### config.mk
export PLATFORM = sky130hd
export DESIGN_NAME = timer_block
export DESIGN_NICKNAME = d
export VERILOG_FILES = /design/src/design/timer_pkg.sv /design/src/design/timer_link_if.sv /design/src/design/tick_gen.sv /design/src/design/baud_route.sv /design/src/design/timer_block.sv
export VERILOG_INCLUDE_DIRS = /design/src /design/src/design
export SDC_FILE = /design/constraint.sdc
export NUM_CORES = 1
export LEC_CHECK = 0
export BUFFER_PORTS_ARGS = -buffer_cell sky130_fd_sc_hd__buf_2
export CAP_MARGIN = 0
export CORE_MARGIN = 3
export CORE_UTILIZATION = 60
export DETAILED_ROUTE_END_ITERATION = 10
export HOLD_SLACK_MARGIN = 0.06
export PLACE_DENSITY = 0.81
export SYNTH_ARGS = -nofsm -noshare
export SYNTH_HDL_FRONTEND = slang
export SYNTH_SLANG_ARGS = --single-unit
### constraint.sdc
create_clock -name pclk -period 3.5 [get_ports pclk]
set_input_delay 0.525 -clock pclk [delete_from_list [all_inputs] [get_ports pclk]]
set_output_delay 0.525 -clock pclk [all_outputs]
set_load 0.05 [all_outputs]
### src/design/timer_defines.svh
`ifndef TIMER_DEFINES_SVH
`define TIMER_DEFINES_SVH

// apb byte addresses, one aligned word each
`define ADDR_TMODE 8'h00
`define ADDR_TCTRL 8'h04
`define ADDR_T0_LOW 8'h08
`define ADDR_T0_HIGH 8'h0c
`define ADDR_T1_LOW 8'h10
`define ADDR_T1_HIGH 8'h14
`define ADDR_T2_CTRL 8'h18
`define ADDR_T2_MODE 8'h1c
`define ADDR_T2_LOW 8'h20
`define ADDR_T2_HIGH 8'h24
`define ADDR_CAP_LOW 8'h28
`define ADDR_CAP_HIGH 8'h2c
`define ADDR_PCTRL 8'h30

// timer mode register fields
`define TM_GATE1 7
`define TM_CT1 6
`define TM_MODE1 4
`define TM_GATE0 3
`define TM_CT0 2
`define TM_MODE0 0

// timer control register fields
`define TC_TF1 7
`define TC_TR1 6
`define TC_TF0 5
`define TC_TR0 4

// third timer control fields
`define T2C_TF2 7
`define T2C_THIRD_EXTERNAL_FLAG 6
`define T2C_RCLK 5
`define T2C_UART_A_TX_CLOCK_SELECT 4
`define T2C_TRIGGER_PIN_ENABLE 3
`define T2C_TR2 2
`define T2C_CT2 1
`define T2C_CPRL2 0

// third timer mode register and power control fields
`define T2M_DCE 0
`define PC_RX_B 5
`define PC_TX_B 4

// pin vector indices
`define PIN_C0 0
`define PIN_C1 1
`define PIN_T2IN 2
`define PIN_TRIG 3
`define PIN_G0 4
`define PIN_G1 5
`define PIN_N 6

// baud clock select indices
`define SEL_UA_RX 3
`define SEL_UA_TX 2
`define SEL_UB_RX 1
`define SEL_UB_TX 0

// clock and machine cycle timing
`define PCLK_MHZ 50
`define MC_OSC_PERIODS 12
`define MC_DIV_LAST (`MC_OSC_PERIODS - 1)

// reset and fill values
`define RST_DATA 32'h0000_0000

`endif

### src/design/timer_pkg.sv
package timer_pkg;

	// two-bit mode field of timers 0 and 1
	typedef enum logic [1:0] {
		MODE_13BIT,
		MODE_16BIT,
		MODE_RELOAD8,
		MODE_SPLIT
	} tmode_t;

	// whole state of the main block
	typedef struct packed {
		logic [7:0] tmod;
		logic [7:0] tcon;
		logic [7:0] t0_low_count;
		logic [7:0] t0_high_count;
		logic [7:0] t1_low_count;
		logic [7:0] t1_high_count;
		logic [7:0] third_timer_control;
		logic down_count_enable;
		logic [15:0] third_count;
		logic [15:0] capture_reload;
		logic [1:0] power_control_register_sel;
		logic [31:0] prdata;
		logic pready;
		logic pslverr;
		logic t0_irq;
		logic t1_irq;
		logic t2_irq;
		logic t1_ovf;
		logic t2_ovf;
	} core_state_t;

	// prescaler and pin sampling state
	typedef struct packed {
		logic [3:0] div;
		logic tick;
		logic [5:0] meta;
		logic [5:0] sync;
		logic [5:0] prev;
		logic [5:0] fall;
	} tick_state_t;

	// registered serial clock pulses
	typedef struct packed {
		logic [3:0] clk;
	} route_state_t;

endpackage

### src/design/timer_link_if.sv
`timescale 1ns/100ps
interface timer_link_if;
	logic tick;           // machine cycle pulse
	logic [5:0] fall;     // pin falling edges, aligned to tick
	logic [5:0] level;    // synchronised pin levels
	logic t1_ovf;         // timer 1 overflow pulse
	logic t2_ovf;         // third timer overflow pulse
	logic [3:0] sel;      // third timer chosen as baud clock
	logic [3:0] baud_clk; // serial clock pulses
	modport gen (output tick, output fall, output level);
	modport core (input tick, input fall, input level, input baud_clk,
		output t1_ovf, output t2_ovf, output sel);
	modport route (input t1_ovf, input t2_ovf, input sel,
		output baud_clk);
endinterface // timer_link_if

### src/design/tick_gen.sv
`timescale 1ns/100ps
`include "timer_defines.svh"
module tick_gen
	import timer_pkg::*;
(
	// clock and reset
	input wire logic pclk,
	input wire logic presetn,
	// raw pins from outside
	input wire logic [5:0] pin_raw,
	// ticks and edges to the core
	timer_link_if.gen lk
);

	tick_state_t s_ff;  // registered state
	tick_state_t nxt_s; // next state

	// prescaler, two-flop sync, edge sampling once per machine cycle
	always_comb begin
		nxt_s = s_ff;
		nxt_s.meta = pin_raw;
		nxt_s.sync = s_ff.meta;
		nxt_s.tick = 1'b0;
		nxt_s.fall = '0;
		// RQ22 machine cycle rate
		if (s_ff.div == 4'(`MC_DIV_LAST)) begin
			nxt_s.div = '0;
			nxt_s.tick = 1'b1;
			// edges seen tick to tick, so at most one per two cycles
			nxt_s.prev = s_ff.sync;
			nxt_s.fall = s_ff.prev & ~s_ff.sync;
		end else begin
			nxt_s.div = s_ff.div + 4'h1;
		end
	end

	// state register
	always_ff @(posedge pclk or negedge presetn) begin
		if (!presetn) begin
			s_ff <= '0;
		end else begin
			s_ff <= nxt_s;
		end
	end

	assign lk.tick = s_ff.tick;
	assign lk.fall = s_ff.fall;
	assign lk.level = s_ff.sync;
endmodule // tick_gen

### src/design/baud_route.sv
`timescale 1ns/100ps
`include "timer_defines.svh"
module baud_route
	import timer_pkg::*;
(
	// clock and reset
	input wire logic pclk,
	input wire logic presetn,
	// overflow pulses in, serial clocks out
	timer_link_if.route lk
);

	route_state_t s_ff;  // registered pulses
	route_state_t nxt_s; // next pulses

	// each serial clock takes third timer or timer 1 overflow
	always_comb begin
		nxt_s = s_ff;
		// RQ15 RQ16 RQ17 clock source
		for (int i = 0; i < 4; i++) begin
			nxt_s.clk[i] = lk.sel[i] ? lk.t2_ovf : lk.t1_ovf;
		end
	end

	// state register
	always_ff @(posedge pclk or negedge presetn) begin
		if (!presetn) begin
			s_ff <= '0;
		end else begin
			s_ff <= nxt_s;
		end
	end

	assign lk.baud_clk = s_ff.clk;
endmodule // baud_route

### src/design/timer_block.sv
`timescale 1ns/100ps
`include "timer_defines.svh"
// Function
// RQ1: timer 1 eight-bit reload from high byte
// RQ2: timer 0 same eight-bit reload
// RQ3: timer 1 mode 3 holds count
// RQ4: timer 0 split, low byte keeps controls
// RQ5: split high byte drives timer 1 flag
// RQ6: timer 1 overflow then only clocks serial
// RQ7: third timer counts ticks or pin edges
// RQ8: capture mode sixteen-bit up count, flag
// RQ9: trigger edge captures count, sets flag
// RQ10: rollover reloads from capture register
// RQ11: trigger edge forces reload, sets flag
// RQ12: trigger enable gates edges, baud excluded
// RQ13: baud clock use never sets overflow
// RQ14: baud use forces auto-reload
// RQ15: receive select picks third timer clock
// RQ16: transmit select picks third timer clock
// RQ17: second uart has own select pair
// RQ18: third timer runs only with run bit
// RQ19: flags sticky, cleared only by software
// RQ20: select bit picks capture or reload
// RQ21: down count follows trigger pin level
// RQ22: tick every twelve, edges every 24
// RQ23: run bit and gate enable counting
// RQ24: mode field picks reload or split
module timer_block
	import timer_pkg::*;
(
	// clock and reset
	input wire logic pclk,
	input wire logic presetn,
	// apb slave
	input wire logic psel,
	input wire logic penable,
	input wire logic pwrite,
	input wire logic [7:0] paddr,
	input wire logic [31:0] pwdata,
	output logic [31:0] prdata,
	output logic pready,
	output logic pslverr,
	// count and gate pins
	input wire logic t0_count_pin,
	input wire logic t1_count_pin,
	input wire logic third_count_input,
	input wire logic trigger_pin,
	input wire logic t0_external_gate_pin,
	input wire logic t1_external_gate_pin,
	// interrupt requests
	output logic t0_irq,
	output logic t1_irq,
	output logic t2_irq,
	// serial port clocks
	output logic uart_a_rx_clk,
	output logic uart_a_tx_clk,
	output logic uart_b_rx_clk,
	output logic uart_b_tx_clk
);

	core_state_t s_ff;        // registered state
	core_state_t nxt_s;       // next state
	logic [5:0] pin_vec;      // raw pins in index order
	tmode_t mode0;            // timer 0 mode
	tmode_t mode1;            // timer 1 mode
	logic split;              // timer 0 in mode 3
	logic inc0;               // timer 0 low count step
	logic inc1;               // timer 1 count step
	logic inc0h;              // split high byte step
	logic baud;               // third timer clocks a serial port
	logic capture;            // capture mode active
	logic updown;             // down count mode active
	logic inc2;               // third timer count step
	logic trig_evt;           // accepted trigger falling edge
	logic setup;              // first access cycle
	logic wr;                 // write completing now

	timer_link_if lk();

	// pin sampling and machine tick
	tick_gen u_tick (
		.pclk(pclk),
		.presetn(presetn),
		.pin_raw(pin_vec),
		.lk(lk)
	);

	// serial clock selection
	baud_route u_route (
		.pclk(pclk),
		.presetn(presetn),
		.lk(lk)
	);

	assign pin_vec[`PIN_C0] = t0_count_pin;
	assign pin_vec[`PIN_C1] = t1_count_pin;
	assign pin_vec[`PIN_T2IN] = third_count_input;
	assign pin_vec[`PIN_TRIG] = trigger_pin;
	assign pin_vec[`PIN_G0] = t0_external_gate_pin;
	assign pin_vec[`PIN_G1] = t1_external_gate_pin;

	// apb phases; one wait state, so pready comes from a flop
	assign setup = psel & penable & ~s_ff.pready;
	assign wr = psel & penable & s_ff.pready & pwrite;

	// RQ24 mode decode
	assign mode0 = tmode_t'(s_ff.tmod[`TM_MODE0 +: 2]);
	assign mode1 = tmode_t'(s_ff.tmod[`TM_MODE1 +: 2]);
	assign split = (mode0 == MODE_SPLIT);

	// RQ23 run and gate
	assign inc0 = s_ff.tcon[`TC_TR0]
		& (~s_ff.tmod[`TM_GATE0] | lk.level[`PIN_G0])
		& (s_ff.tmod[`TM_CT0] ? lk.fall[`PIN_C0] : lk.tick);
	assign inc1 = s_ff.tcon[`TC_TR1]
		& (~s_ff.tmod[`TM_GATE1] | lk.level[`PIN_G1])
		& (s_ff.tmod[`TM_CT1] ? lk.fall[`PIN_C1] : lk.tick);
	// RQ5 high byte times only
	assign inc0h = split & s_ff.tcon[`TC_TR1] & lk.tick;

	// RQ14 baud use overrides the select bit
	assign baud = s_ff.third_timer_control[`T2C_RCLK]
		| s_ff.third_timer_control[`T2C_UART_A_TX_CLOCK_SELECT] | (|s_ff.power_control_register_sel);
	// RQ20 capture or reload
	assign capture = s_ff.third_timer_control[`T2C_CPRL2] & ~baud;
	assign updown = ~s_ff.third_timer_control[`T2C_CPRL2] & ~baud
		& s_ff.down_count_enable;
	// RQ7 RQ18 count source and run
	assign inc2 = s_ff.third_timer_control[`T2C_TR2]
		& (s_ff.third_timer_control[`T2C_CT2] ? lk.fall[`PIN_T2IN]
		: lk.tick);
	// RQ12 trigger enable
	assign trig_evt = s_ff.third_timer_control[`T2C_TRIGGER_PIN_ENABLE]
		& lk.fall[`PIN_TRIG] & ~updown;

	assign lk.t1_ovf = s_ff.t1_ovf;
	assign lk.t2_ovf = s_ff.t2_ovf;
	assign lk.sel[`SEL_UA_RX] = s_ff.third_timer_control[`T2C_RCLK];
	assign lk.sel[`SEL_UA_TX] = s_ff.third_timer_control[`T2C_UART_A_TX_CLOCK_SELECT];
	assign lk.sel[`SEL_UB_RX] = s_ff.power_control_register_sel[1];
	assign lk.sel[`SEL_UB_TX] = s_ff.power_control_register_sel[0];

	// one step of a timer 0 or 1 pair; bit 16 flags the overflow
	function automatic logic [16:0] step01(tmode_t m, logic [7:0] hi,
		logic [7:0] lo);
		logic [16:0] r;
		r = {1'b0, hi, lo};
		case (m)
			MODE_13BIT: begin
				// low five bits prescale the high byte
				if (&lo[4:0]) begin
					r[7:0] = {lo[7:5], 5'h00};
					r[15:8] = hi + 8'h01;
					r[16] = &hi;
				end else begin
					r[4:0] = lo[4:0] + 5'h01;
				end
			end
			MODE_16BIT: begin
				r = {1'b0, hi, lo} + 17'h0_0001;
			end
			// RQ1 RQ2 reload keeps high byte
			MODE_RELOAD8: begin
				if (&lo) begin
					r = {1'b1, hi, hi};
				end else begin
					r[7:0] = lo + 8'h01;
				end
			end
			default: begin
				// split low byte: plain eight-bit wrap
				r[7:0] = lo + 8'h01;
				r[16] = &lo;
			end
		endcase
		return r;
	endfunction

	// counting, trigger events, register access
	always_comb begin
		logic [16:0] r0;
		logic [16:0] r1;
		logic set_tf0;
		logic set_tf1;
		logic set_tf2;
		logic set_exf;
		logic [31:0] rd;
		logic hit;
		r0 = step01(mode0, s_ff.t0_high_count, s_ff.t0_low_count);
		r1 = step01(mode1, s_ff.t1_high_count, s_ff.t1_low_count);
		set_tf0 = 1'b0;
		set_tf1 = 1'b0;
		set_tf2 = 1'b0;
		set_exf = 1'b0;
		rd = `RST_DATA;
		hit = 1'b1;
		nxt_s = s_ff;
		nxt_s.t1_ovf = 1'b0;
		nxt_s.t2_ovf = 1'b0;

		// RQ4 timer 0 low byte own controls
		if (inc0) begin
			nxt_s.t0_low_count = r0[7:0];
			if (!split) begin
				nxt_s.t0_high_count = r0[15:8];
			end
			set_tf0 = r0[16];
		end
		// RQ5 split high byte sets timer 1 flag
		if (inc0h) begin
			nxt_s.t0_high_count = s_ff.t0_high_count + 8'h01;
			set_tf1 = &s_ff.t0_high_count;
		end
		// RQ3 mode 3 freezes timer 1
		if (inc1 && mode1 != MODE_SPLIT) begin
			nxt_s.t1_low_count = r1[7:0];
			nxt_s.t1_high_count = r1[15:8];
			nxt_s.t1_ovf = r1[16];
			// RQ6 no timer 1 flag while split
			if (!split) begin
				set_tf1 = set_tf1 | r1[16];
			end
		end

		// third timer counting
		if (inc2) begin
			if (capture) begin
				// RQ8 free up count
				nxt_s.third_count = s_ff.third_count + 16'h0001;
				set_tf2 = &s_ff.third_count;
				nxt_s.t2_ovf = &s_ff.third_count;
			end else if (updown && !lk.level[`PIN_TRIG]) begin
				// RQ21 down count, wraps at reload value
				if (s_ff.third_count == s_ff.capture_reload) begin
					nxt_s.third_count = '1;
					set_tf2 = 1'b1;
					nxt_s.t2_ovf = 1'b1;
				end else begin
					nxt_s.third_count = s_ff.third_count - 16'h0001;
				end
			end else if (&s_ff.third_count) begin
				// RQ10 RQ14 reload on rollover
				nxt_s.third_count = s_ff.capture_reload;
				// RQ13 no flag in baud use
				set_tf2 = ~baud;
				nxt_s.t2_ovf = 1'b1;
			end else begin
				nxt_s.third_count = s_ff.third_count + 16'h0001;
			end
		end
		if (trig_evt) begin
			set_exf = 1'b1;
			if (capture) begin
				// RQ9 capture present count
				nxt_s.capture_reload = s_ff.third_count;
			end else if (!baud) begin
				// RQ11 edge forced reload
				nxt_s.third_count = s_ff.capture_reload;
			end
		end

		// read mux, unmapped address answers with an error
		case (paddr)
			`ADDR_TMODE: rd[7:0] = s_ff.tmod;
			`ADDR_TCTRL: rd[7:0] = s_ff.tcon;
			`ADDR_T0_LOW: rd[7:0] = s_ff.t0_low_count;
			`ADDR_T0_HIGH: rd[7:0] = s_ff.t0_high_count;
			`ADDR_T1_LOW: rd[7:0] = s_ff.t1_low_count;
			`ADDR_T1_HIGH: rd[7:0] = s_ff.t1_high_count;
			`ADDR_T2_CTRL: rd[7:0] = s_ff.third_timer_control;
			`ADDR_T2_MODE: rd[`T2M_DCE] = s_ff.down_count_enable;
			`ADDR_T2_LOW: rd[7:0] = s_ff.third_count[7:0];
			`ADDR_T2_HIGH: rd[7:0] = s_ff.third_count[15:8];
			`ADDR_CAP_LOW: rd[7:0] = s_ff.capture_reload[7:0];
			`ADDR_CAP_HIGH: rd[7:0] = s_ff.capture_reload[15:8];
			`ADDR_PCTRL: begin
				rd[`PC_RX_B] = s_ff.power_control_register_sel[1];
				rd[`PC_TX_B] = s_ff.power_control_register_sel[0];
			end
			default: hit = 1'b0;
		endcase

		// software writes win over counting
		if (wr) begin
			case (paddr)
				`ADDR_TMODE: nxt_s.tmod = pwdata[7:0];
				`ADDR_TCTRL: nxt_s.tcon = pwdata[7:0];
				`ADDR_T0_LOW: nxt_s.t0_low_count = pwdata[7:0];
				`ADDR_T0_HIGH: nxt_s.t0_high_count = pwdata[7:0];
				`ADDR_T1_LOW: nxt_s.t1_low_count = pwdata[7:0];
				`ADDR_T1_HIGH: nxt_s.t1_high_count = pwdata[7:0];
				`ADDR_T2_CTRL: nxt_s.third_timer_control = pwdata[7:0];
				`ADDR_T2_MODE: nxt_s.down_count_enable = pwdata[`T2M_DCE];
				`ADDR_T2_LOW: nxt_s.third_count[7:0] = pwdata[7:0];
				`ADDR_T2_HIGH: nxt_s.third_count[15:8] = pwdata[7:0];
				`ADDR_CAP_LOW: nxt_s.capture_reload[7:0] = pwdata[7:0];
				`ADDR_CAP_HIGH: nxt_s.capture_reload[15:8] = pwdata[7:0];
				`ADDR_PCTRL: begin
					nxt_s.power_control_register_sel = {pwdata[`PC_RX_B], pwdata[`PC_TX_B]};
				end
				default: nxt_s.tmod = s_ff.tmod;
			endcase
		end

		// RQ19 hardware sets beat software clears
		nxt_s.tcon[`TC_TF0] = nxt_s.tcon[`TC_TF0] | set_tf0;
		nxt_s.tcon[`TC_TF1] = nxt_s.tcon[`TC_TF1] | set_tf1;
		nxt_s.third_timer_control[`T2C_TF2] =
			nxt_s.third_timer_control[`T2C_TF2] | set_tf2;
		nxt_s.third_timer_control[`T2C_THIRD_EXTERNAL_FLAG] =
			nxt_s.third_timer_control[`T2C_THIRD_EXTERNAL_FLAG] | set_exf;

		// interrupt request levels follow the flags
		nxt_s.t0_irq = nxt_s.tcon[`TC_TF0];
		nxt_s.t1_irq = nxt_s.tcon[`TC_TF1];
		nxt_s.t2_irq = nxt_s.third_timer_control[`T2C_TF2]
			| nxt_s.third_timer_control[`T2C_THIRD_EXTERNAL_FLAG];

		// answer in the second access cycle
		nxt_s.pready = setup;
		nxt_s.pslverr = setup & ~hit;
		if (setup) begin
			nxt_s.prdata = rd;
		end
	end

	// state register
	always_ff @(posedge pclk or negedge presetn) begin
		if (!presetn) begin
			s_ff <= '0;
		end else begin
			s_ff <= nxt_s;
		end
	end

	assign prdata = s_ff.prdata;
	assign pready = s_ff.pready;
	assign pslverr = s_ff.pslverr;
	assign t0_irq = s_ff.t0_irq;
	assign t1_irq = s_ff.t1_irq;
	assign t2_irq = s_ff.t2_irq;
	assign uart_a_rx_clk = lk.baud_clk[`SEL_UA_RX];
	assign uart_a_tx_clk = lk.baud_clk[`SEL_UA_TX];
	assign uart_b_rx_clk = lk.baud_clk[`SEL_UB_RX];
	assign uart_b_tx_clk = lk.baud_clk[`SEL_UB_TX];
endmodule // timer_block

==> reports/results.tsv <==
stage	metric	value	unit
power_and_ir_drop	switchingPower	1000	µW
power_and_ir_drop	combPwrFrac	8.8	%
timing	report.final.slew_viol_count	0	
clocking	cts_buffers	17	
detailed_routing	routedWlPerCell	21.2	µm
yosys	async_flop_share	100	%
setup_path	crit_path_end_kind	flip-flop	
status	status	completed	
timing	fmax	355	MHz
placement	port_buffers	43	
timing	hold_violations	0	
setup_path	path_class	reg2reg	
detailed_routing	drt-total-wl	26700	µm
global_route	grt_start_max_net_pins	73	
worst_hold_path	hold_path_class	in2async	
timing	skew	0.0113	ns
setup_path	worstRegToRegCells	5	
final_layout	antenna_cells	0	
setup_path	worstReg2RegStart	s_ff[61]	
final_layout	syn_to_final_growth	9.20	%
timing	tightestPinTransition	0.988	ns
run	cap_violations	0	
global_route	antenna_found_initial	1	
clocking	cts_buffer_depth	2	
setup_path	critPathArrivalTime	3.13	ns
clocking	postCtsSetupBuffers	0	
timing	finalCritPeriodShare	80.5	%
global_route	overflow	0	
floorplan	rows	43	
timing	timing.hold.ws	0.120	ns
detailed_routing	drtPass1Iterations	8	
yosys	ys_warn_count	0	
global_route	grt_pass1_vias	7854	
power_and_ir_drop	internal_power	2720	µW
yosys	synthDistinctLibCells	71	
timing	period_minus_slack	2.82	ns
placement	dp_hpwl	18100	µm
setup_path	cp.required	3.81	ns
yosys	syn_avg_cell_area	8.46	µm²
clocking	path_clk_slew	0.06	ns
global_route	grt_pass1_wl	42500	µm
global_route	grt_use_total	33.3	%
final_layout	layout-drive-gt1-share	14.4	%
clocking	tritoncts	yes	
detailed_routing	drt-initial-drc-count	1313	
yosys	synth-seq-area-share	37.2	%
setup_path	timing.rr.end	s_ff[62]	
yosys	syn_area	8950	µm²
power_and_ir_drop	power.density	381	nW/µm²
timing	setup_violations	0	
yosys	synth_edf_count	0	
floorplan	die_area	16400	µm²
floorplan	fp.coreArea	14200	µm²
timing	relSlewSlack	33.5	%
power_and_ir_drop	p_leak	0.00409	µW
setup_path	r2r_setup_slack	0.68	ns
power_and_ir_drop	switching_share	26.9	%
detailed_routing	remaining_drc_errors	0	
detailed_routing	via_per_inst	6.77	
timing	tns	0	ns
setup_path	startpoint_type	flip-flop	
floorplan	die_y	128	µm
placement	routabilityCongestion	1.04	
final_layout	fin_util	68.8	%
clocking	cts_resized	0	
yosys	ys_ff_latch	133	
yosys	synthCells	1058	
setup_path	slowest_stage	or4_1	
clocking	clock_sinks	133	
setup_path	critPathMaxStageDelay	0.80	ns
clocking	htreeDepth	4	
detailed_routing	vias	8521	
setup_path	path_cells	nand4_1 -> or4_1 -> a21oi_2 -> and3b_1 -> nor4_1	
detailed_routing	ant_nets	0	
setup_path	cp_max_fo	11	
yosys	ys.flop_type	dfrtp_1	
floorplan	io_pins	92	
power_and_ir_drop	ir_drop	365	µV
clocking	clock_latency	0.44	ns
clocking	cts_root_buf	clkbuf_16	
clocking	hold_buffers	0	
power_and_ir_drop	p_clk_share	48.0	%
final_layout	nets	1126	
floorplan	initial_utilization	63.0	%
floorplan	die_w	128	µm
timing	rsz0062_at_grt	false	
power_and_ir_drop	power_frac_seq	43.2	%
synth_stat cells (6+ instances only):
master / instances / area share [%]
a211oi_1: 14 / 1.2
a21oi_1: 88 / 4.9
a22oi_1: 11 / 0.92
a31oi_1: 11 / 0.77
and3_1: 16 / 1.1
buf_2: 6 / 0.34
buf_4: 32 / 2.7
clkbuf_1: 66 / 2.8
dfrtp_1: 133 / 37
ha_1: 9 / 1.3
inv_1: 21 / 0.88
mux2_2: 29 / 3.6
mux2i_1: 35 / 3.9
nand2_1: 108 / 4.5
nand2b_1: 6 / 0.42
nand3_1: 59 / 3.3
nand4_1: 13 / 0.91
nor2_1: 79 / 3.3
nor2b_1: 12 / 0.84
nor3_1: 24 / 1.3
nor3b_1: 10 / 0.84
nor4_1: 18 / 1.3
o211ai_1: 8 / 0.67
o21ai_0: 73 / 4.1
o221ai_1: 8 / 0.78
o22ai_1: 9 / 0.63
o31ai_1: 7 / 0.59
or2_2: 7 / 0.49
or3_1: 7 / 0.49
xnor2_1: 22 / 2.2
xor2_1: 30 / 2.9
power groups by stage:
stage | clock network [µW] | registers, µW | logic (µW)
2_1_floorplan | 0 | 1620 | 242
3_3_place_gp | 0 | 1630 | 316
3_5_place_dp | 0 | 1630 | 322
4_1_cts | 1800 | 1610 | 323
5_1_grt | 1880 | 1610 | 353
6_report | 1790 | 1610 | 327
cell usage in the layout, fill, tap and decap left out, drive strengths merged, types with 29 or more instances in the layout:
master,n
dfrtp,133
nand2,108
a21oi,89
nor2,79
o21ai,78
buf,73
nand3,59
mux2i,35
xor2,30
mux2,29
routing by layer:
layer | wire [µm] | vias to the layer above | global-route usage [%] | part of all wire, %
li1 | - | 3807 | - | -
met5 | 12 | - | 0 | 0.045
met1 | 10600 | 3994 | 45.9 | 39
met4 | 1160 | 2 | 15.4 | 4.3
met2 | 11600 | 610 | 49.3 | 43
met3 | 3450 | 108 | 8.88 | 13
cells by family after synthesis:
family,share of synthesized area (%)
xor+xnor,5.09
mux,8.82
simple gates,21.9
fa+ha+maj,1.37
other cells,0.0419
buf+inv,6.80
flops,37.2
compound gates,18.8
critical path, delay by kind of cell, from the launching register on:
kind / cells / cell delay [ns]
and+or+nand+nor: 4 / 1.68
DFF: 1 / 0.61
AOI/OAI and AO/OA: 1 / 0.41
flip-flops by register name, summed over array words and instances, names as in the netlist:
name and cells:
lk.sel 4, lk.t1_ovf 1, lk.t2_ovf 1, mode0 2
mode1 2, prdata 8, pready 1, pslverr 1
s_ff 83, t2_irq 1, u_route.lk.baud_clk 4, u_tick.lk.fall 4
u_tick.lk.level 6, u_tick.lk.tick 1, u_tick.nxt_s 6, u_tick.s_ff 8
worst max-delay path by stage:
stage	depth (start not counted)	start	slack, ns	endpoint
2_1_floorplan	8	s_ff[57]	1.09	s_ff[67]
3_3_place_gp	5	lk.sel[2]	0.83	s_ff[67]
3_5_place_dp	5	lk.sel[2]	0.81	s_ff[67]
4_1_cts	9	s_ff[91]	0.80	s_ff[86]
5_1_grt	9	s_ff[91]	0.56	s_ff[89]
6_report	5	s_ff[61]	0.68	s_ff[62]
metrics by stage:
stage,worst slack [ns],std cells,power [µW],cell area (µm²)
2_1_floorplan,1.09,1081,1860,9030
5_1_grt,0.558,1259,3850,9770
4_1_cts,0.798,1259,3730,9770
3_5_place_dp,0.814,1227,1960,9180
6_report,0.681,1259,3720,9770
3_3_place_gp,0.829,1227,1950,9180
layout make-up:
cell class | count | area [µm²]
Multi-Input combinational cell | 820 | 5100
Fill cell | 1167 | 4430
Sequential cell | 133 | 3330
Clock buffer | 21 | 480
Timing Repair Buffer | 73 | 447
Tap cell | 180 | 225
Clock inverter | 11 | 114
Inverter | 21 | 78.8
Power figures use the tool's default switching activity.
